### src/rcr_defs.vh
/*
  constants for the rail control register bank: offsets, fields, resets.
  assumes inclusion by rcr_rail_control_registers.v and rcr_rail_ctl.v.
*/
`ifndef RCR_DEFS_VH
`define RCR_DEFS_VH

`define RCR_ADDR_IO        8'h30
`define RCR_ADDR_R5        8'h31
`define RCR_ADDR_R33       8'h32
`define RCR_RST_IO         8'h0a
`define RCR_RST_R5         8'h2a
`define RCR_RST_R33        8'h2a
`define RCR_IO_WMASK       8'h7f
`define RCR_MODE_LSB       0
`define RCR_WAKE_LSB       2
`define RCR_VSEL_LSB       4
`define RCR_LPSP_LSB       6
`define RCR_DECAY_BIT      6
`define RCR_MODE_OFF       2'h0
`define RCR_MODE_FORCED_PWM      2'h3
`define RCR_WAKE_NONE      2'h0
`define RCR_LP_OFF         2'h0
`define RCR_RECOVER_NS     2000
`define RCR_CLK_NS         5

`endif

### src/rcr_rail_ctl.v
/*
  one rail's control byte with wake-mode copy and standby set point.
  assumes standby edges come already synchronised on i_clk.
*/
`timescale 1ns/100ps
`default_nettype none
`include "rcr_defs.vh"
module rcr_rail_ctl #(
  parameter [7:0] RST_VAL = 8'h2a,
  parameter [7:0] WMASK   = 8'hff
) (
  input  wire       i_clk,
  input  wire       i_rst_n,
  input  wire       i_wr,
  input  wire [7:0] i_wdata,
  input  wire       i_sb_rise,
  input  wire       i_sb_fall,
  output reg  [7:0] o_reg,
  output reg  [1:0] o_eff_vsel,
  output reg  [1:0] o_eff_lp,
  output reg        o_lp_active
);
  reg [7:0] reg_d;
  wire [1:0] wake_mode = o_reg[`RCR_WAKE_LSB+1:`RCR_WAKE_LSB];

  always @*
  begin
    reg_d = o_reg;
    if (i_wr)
      reg_d = i_wdata & WMASK;
    // wake-mode copy on standby exit wins over a same-cycle write
    if (i_sb_rise && wake_mode != `RCR_WAKE_NONE)
      reg_d[`RCR_MODE_LSB+1:`RCR_MODE_LSB] = wake_mode;
  end

  always @(posedge i_clk)
  begin
    if (!i_rst_n)
    begin
      o_reg       <= RST_VAL;
      o_eff_vsel  <= RST_VAL[`RCR_VSEL_LSB+1:`RCR_VSEL_LSB];
      o_eff_lp    <= 2'h0;
      o_lp_active <= 1'b0;
    end
    else
    begin
      o_reg      <= reg_d;
      o_eff_vsel <= reg_d[`RCR_VSEL_LSB+1:`RCR_VSEL_LSB];
      // low-power set point latched at standby entry
      if (i_sb_fall)
      begin
        o_eff_lp    <= reg_d[`RCR_LPSP_LSB+1:`RCR_LPSP_LSB];
        o_lp_active <= 1'b1;
      end
      else if (i_sb_rise)
      begin
        o_eff_lp    <= `RCR_LP_OFF;
        o_lp_active <= 1'b0;
      end
    end
  end
endmodule
`default_nettype wire

### src/rcr_rail_control_registers.v
/*
  register bank for the io, 5 v and 3.3 v rail controls.
  assumes a byte register port from the i2c slave on i_clk; standby pin async.
*/
// Contract
// - mode 00 off, 01/10 automatic switching, 11 forced pwm.
// - standby exit copies nonzero wake mode into mode bits; 00 leaves them.
// - decay enabled and standby low: io rail to 0 v, power good kept.
// - decay disabled: io rail stays at its selected voltage.
// - io voltage select 00 0.975, 01 0.950, 10 0.875, 11 0.850 v.
// - 5 v select 00 +3%, 01 +2%, 10 nominal, 11 -2%.
// - standby entry applies low-power set point 00 none, -4%, -3%, -2%.
// - 3.3 v rail uses the 5 v rail encodings.
`timescale 1ns/100ps
`default_nettype none
`include "rcr_defs.vh"
module rcr_rail_control_registers (
  input  wire       i_clk,
  input  wire       i_rst_n,
  input  wire       i_standby_request_n,
  input  wire       i_wr,
  input  wire       i_rd,
  input  wire [7:0] i_addr,
  input  wire [7:0] i_wdata,
  output reg  [7:0] o_rdata,
  output reg        o_rvalid,
  output wire [1:0] o_io_rail_mode,
  output reg  [1:0] o_io_rail_voltage_select,
  output reg        o_io_rail_decay,
  output reg        o_io_power_good_hold,
  output reg        o_io_recover_ok,
  output wire [1:0] o_rail5_mode,
  output wire [1:0] o_rail5_voltage_select,
  output wire [1:0] o_rail5_lowpower_setpoint,
  output wire       o_rail5_lp_active,
  output wire [1:0] o_rail33_mode,
  output wire [1:0] o_rail33_voltage_select,
  output wire [1:0] o_rail33_lowpower_setpoint,
  output wire       o_rail33_lp_active,
  output reg        o_standby_low_state
);
  localparam integer RECOVER_CYC_I = (`RCR_RECOVER_NS + `RCR_CLK_NS - 1) / `RCR_CLK_NS;
  localparam [8:0]   RECOVER_CYC   = RECOVER_CYC_I[8:0];

  function is_addr;
    input [7:0] a;
    input [7:0] b;
    begin
      is_addr = (a == b);
    end
  endfunction

  reg sb_meta_q;
  reg sb_sync_q;
  reg sb_prev_q;
  always @(posedge i_clk)
  begin
    if (!i_rst_n)
    begin
      sb_meta_q <= 1'b1;
      sb_sync_q <= 1'b1;
      sb_prev_q <= 1'b1;
    end
    else
    begin
      sb_meta_q <= i_standby_request_n;
      sb_sync_q <= sb_meta_q;
      sb_prev_q <= sb_sync_q;
    end
  end
  wire sb_rise = sb_sync_q & ~sb_prev_q;
  wire sb_fall = ~sb_sync_q & sb_prev_q;

  wire [7:0] io_reg;
  wire [7:0] r5_reg;
  wire [7:0] r33_reg;
  wire [1:0] io_vsel_w;

  rcr_rail_ctl #(.RST_VAL(`RCR_RST_IO), .WMASK(`RCR_IO_WMASK)) u_io (
    .i_clk       (i_clk),
    .i_rst_n     (i_rst_n),
    .i_wr        (i_wr && is_addr(i_addr, `RCR_ADDR_IO)),
    .i_wdata     (i_wdata),
    .i_sb_rise   (sb_rise),
    .i_sb_fall   (sb_fall),
    .o_reg       (io_reg),
    .o_eff_vsel  (io_vsel_w),
    .o_eff_lp    (),
    .o_lp_active ()
  );
  rcr_rail_ctl #(.RST_VAL(`RCR_RST_R5), .WMASK(8'hff)) u_r5 (
    .i_clk       (i_clk),
    .i_rst_n     (i_rst_n),
    .i_wr        (i_wr && is_addr(i_addr, `RCR_ADDR_R5)),
    .i_wdata     (i_wdata),
    .i_sb_rise   (sb_rise),
    .i_sb_fall   (sb_fall),
    .o_reg       (r5_reg),
    .o_eff_vsel  (o_rail5_voltage_select),
    .o_eff_lp    (o_rail5_lowpower_setpoint),
    .o_lp_active (o_rail5_lp_active)
  );
  rcr_rail_ctl #(.RST_VAL(`RCR_RST_R33), .WMASK(8'hff)) u_r33 (
    .i_clk       (i_clk),
    .i_rst_n     (i_rst_n),
    .i_wr        (i_wr && is_addr(i_addr, `RCR_ADDR_R33)),
    .i_wdata     (i_wdata),
    .i_sb_rise   (sb_rise),
    .i_sb_fall   (sb_fall),
    .o_reg       (r33_reg),
    .o_eff_vsel  (o_rail33_voltage_select),
    .o_eff_lp    (o_rail33_lowpower_setpoint),
    .o_lp_active (o_rail33_lp_active)
  );

  // mode fields drive the converters directly
  assign o_io_rail_mode = io_reg[`RCR_MODE_LSB+1:`RCR_MODE_LSB];
  assign o_rail5_mode   = r5_reg[`RCR_MODE_LSB+1:`RCR_MODE_LSB];
  assign o_rail33_mode  = r33_reg[`RCR_MODE_LSB+1:`RCR_MODE_LSB];

  // time since the io rail left forced pwm
  reg [8:0] rec_cnt_q;
  reg       forced_pwm_prev_q;
  wire      decay_en  = io_reg[`RCR_DECAY_BIT];
  wire      sb_low    = ~sb_sync_q;
  always @(posedge i_clk)
  begin
    if (!i_rst_n)
    begin
      o_io_rail_voltage_select <= 2'h0;
      o_io_rail_decay          <= 1'b0;
      o_io_power_good_hold     <= 1'b0;
      o_standby_low_state      <= 1'b0;
      o_io_recover_ok          <= 1'b1;
      rec_cnt_q                <= RECOVER_CYC;
      forced_pwm_prev_q              <= 1'b0;
    end
    else
    begin
      o_io_rail_voltage_select <= io_vsel_w;
      o_io_rail_decay          <= decay_en & sb_low;
      o_io_power_good_hold     <= decay_en & sb_low;
      o_standby_low_state      <= sb_low;
      forced_pwm_prev_q <= (o_io_rail_mode == `RCR_MODE_FORCED_PWM);
      // flags once the io rail has been out of forced pwm for RECOVER_CYC cycles
      if (o_io_rail_mode == `RCR_MODE_FORCED_PWM)
        rec_cnt_q <= 9'h000;
      else if (rec_cnt_q != RECOVER_CYC)
        rec_cnt_q <= rec_cnt_q + 9'h001;
      o_io_recover_ok <= (rec_cnt_q == RECOVER_CYC) && !forced_pwm_prev_q;
    end
  end

  // register read port, unmapped reads 00
  always @(posedge i_clk)
  begin
    if (!i_rst_n)
    begin
      o_rdata  <= 8'h00;
      o_rvalid <= 1'b0;
    end
    else
    begin
      o_rvalid <= i_rd;
      if (i_rd)
      begin
        if (is_addr(i_addr, `RCR_ADDR_IO))
          o_rdata <= io_reg;
        else if (is_addr(i_addr, `RCR_ADDR_R5))
          o_rdata <= r5_reg;
        else if (is_addr(i_addr, `RCR_ADDR_R33))
          o_rdata <= r33_reg;
        else
          o_rdata <= 8'h00;
      end
    end
  end
endmodule
`default_nettype wire

### config.mk
export PLATFORM = sky130hd
export DESIGN_NAME = rcr_rail_control_registers
export DESIGN_NICKNAME = d
export VERILOG_FILES = /design/src/rcr_rail_ctl.v /design/src/rcr_rail_control_registers.v
export VERILOG_INCLUDE_DIRS = /design/src
export SDC_FILE = /design/constraint.sdc
export NUM_CORES = 1
export LEC_CHECK = 0
export CAP_MARGIN = 20
export CORE_MARGIN = 3
export CORE_UTILIZATION = 60
export CTS_CLUSTER_DIAMETER = 100
export DETAILED_ROUTE_END_ITERATION = 8
export DONT_BUFFER_PORTS = 1
export PLACE_DENSITY = 0.76
export SKIP_LAST_GASP = 1
export SLEW_MARGIN = 20
export SYNTH_ARGS = -nofsm -noshare
export SYNTH_HDL_FRONTEND = slang
export SYNTH_HIERARCHICAL = 1
export SYNTH_SLANG_ARGS = --single-unit
### constraint.sdc
create_clock -name i_clk -period 3.3 [get_ports i_clk]
set_input_delay 0.66 -clock i_clk [delete_from_list [all_inputs] [get_ports i_clk]]
set_output_delay 0.66 -clock i_clk [all_outputs]
set_load 0.1 [all_outputs]
==> impl_results.md <==
- Status: finished clean
- Seq pwr share: between 50% and 60%
- HP Class: input port to register
- Tcrit/Tclk final: between 60 and 70%
- Largest register FFs: 9
- Port Buffers: 0
- CTS H-tree lvls: 3
- Net Sw Frac: 26.8%
- Critical Path Sink Type: register
- Die width: about 70 um
- Non-Filler Instances: 280
- Fraction of layout cells with a size suffix above 1: a little over an eighth
- Vert. Die Dim: ~70 um
- Clock power frac: between 30 and 40%
- Net Count, Synth: about 260
- Nets: between 200 and 300
- # diodes: 0
- Fin Hold WS: ~0.4 ns
- Syn Inst Count: around 230
- Core ar.: 3830 um^2
- WP data arrival: ~2.4 ns
- DRC viols: 0
- Total gr overflow: 0
- Worst vdd ir: around 0.00042 V
- Ys Warns: 6
- Final Hold Vio Count: 0
- Clk_skew: 0.00497 ns
- Initial DRC count: around 110
- Measured slew at the worst slew-check pin: around 1.1 ns
- Layout area overhead: 4.80%
- Vias in the first global route: 1775
- Fin Setup TNS: 0 ns
- FILL cells: around 300
- Routed Antenna Nets: 0
- Largest net degree at the start of global routing: 49
- Cell row count: 22
- CTS tree: built
- Synthesized area: ~2500 um^2
- Fin util: 67.8%
- Max frequency: around 470 MHz
- Hold_buf cts: 0
- DRT Wirelength: approximately 5400 um
- Initial Util: between 60% and 70%
- Die area: a little under 5000 um^2
- Ports: 52
- Cell total after placement: between 200 and 300
- Detailed Routing Iterations Pass 1: 4
- Worst slew margin: 25.9%
- Clock Latency Late Sink: ~0.33 ns
- Hold depth: 1
- Register with the most flip-flops: rec_cnt_q
- Type of origin of the critical path: input port
- Required @ worst endpoint: between 3 and 4 ns
- Max FO, Critical Path: 8
- Fin crit period: ~2.1 ns
- GRT Util Overall: approximately a quarter
- WS Path Type: input port to register
- Max-cap viol count: 0
- Clock sink count: between 50 and 60
- Slew Viols, Final: 0
- WL/cell: 19.1 um
- Pre-CTS setup slack: around 0.85 ns
- Vias: roughly 1.8k
- Clock root buffer: clkbuf_8
- First-pass GRT wire length: 8830 um
- Setup violators final: 0
- Mapped Avg Cell Area: ~11 um^2
- Final worst slack: around 1.2 ns
- Final Wtd Congestion: roughly 0.82
- Clock buffer depth: 2
- Comb pwr share: slightly above 8%
- Cell Int Power: roughly 1100 uW
- Initial antenna violation count: 0
- Reg2Reg Depth: 3
- RSZ-0062 raised after global routing: no
- PwrDens: around 560 nW/um^2
- Via density per instance: between 6 and 7
- Switching pwr: ~390 uW
- Static leakage: just under 0.001 uW
- Clock-pin slew on the worst setup and hold paths: roughly 0.060 ns
- # resized after CTS: 0
- HPWL after DPL: about 3700 um
- Setup bufs post-CTS: 0
- TritonCTS Buffers: 9
-- stage by stage --
step	area, um^2	total power [uW]
after floorplan	2470	904
after global placement	2430	908
after detailed placement	2430	921
after CTS	2590	1460
after global routing	2590	1510
final	2590	1440
-- worst paths after layout --
kind / startpoint / to / slack [ns]
hold / removal: i_rst_n / u_r33/o_reg[1] / 0.40
setup reg to reg: u_io/o_reg[1] / rec_cnt_q[0] / 1.47
setup / recovery: i_addr[3] / u_r33/o_eff_lp[1] / 1.16
hold reg to reg: sb_meta_q / sb_sync_q / 0.42
-- critical path, stage by stage --
cell	delay, ns
nor4_1	0.31
and3_1	0.23
and4b_1	0.57
mux2i_1	0.29
nor2b_2	0.07
a22o_1	0.23
-- layout make-up --
| cell class | instances | area (um^2) | area share (%) |
|---|---|---|---|
| Timing Repair Buffer | 2 | 15.0 | 0.579 |
| Inverter | 5 | 18.8 | 0.724 |
| Tap cell | 48 | 60.1 | 2.32 |
| Multi-Input combinational cell | 153 | 1200 | 46.1 |
| Clock inverter | 4 | 20.0 | 0.772 |
| Sequential cell | 57 | 1140 | 44.0 |
| Clock buffer | 11 | 141 | 5.45 |
-- power by group through the flow --
stage	registers (uW)	clock network, uW	logic, uW
final	789	532	120
after global routing	792	588	132
after CTS	789	550	120
after detailed placement	803	0	118
after global placement	801	0	107
after floorplan	798	0	106
-- routing by layer --
metal	up-vias	track usage, %	routed length (um)
li1	837	-	-
met1	847	26.4	2120
met2	86	37.0	2660
met3	10	12.1	499
met4	0	9.57	69
met5	-	0	0
-- layout by cell type (no fill, tap or decap), types with 4 or more instances in the layout --
cell       count
dfxtp_1       56
mux2i_1       31
nor2b_1       19
nand2_1       14
clkbuf_8      10
o2bb2ai_1      8
a32o_1         8
o21ai_0        6
nand3_1        6
inv_1          5
a21oi_1        5
nor2b_2        5
and2_1         4
clkinv_2       4
a22o_1         4
(Power assumes the default switching activity.)
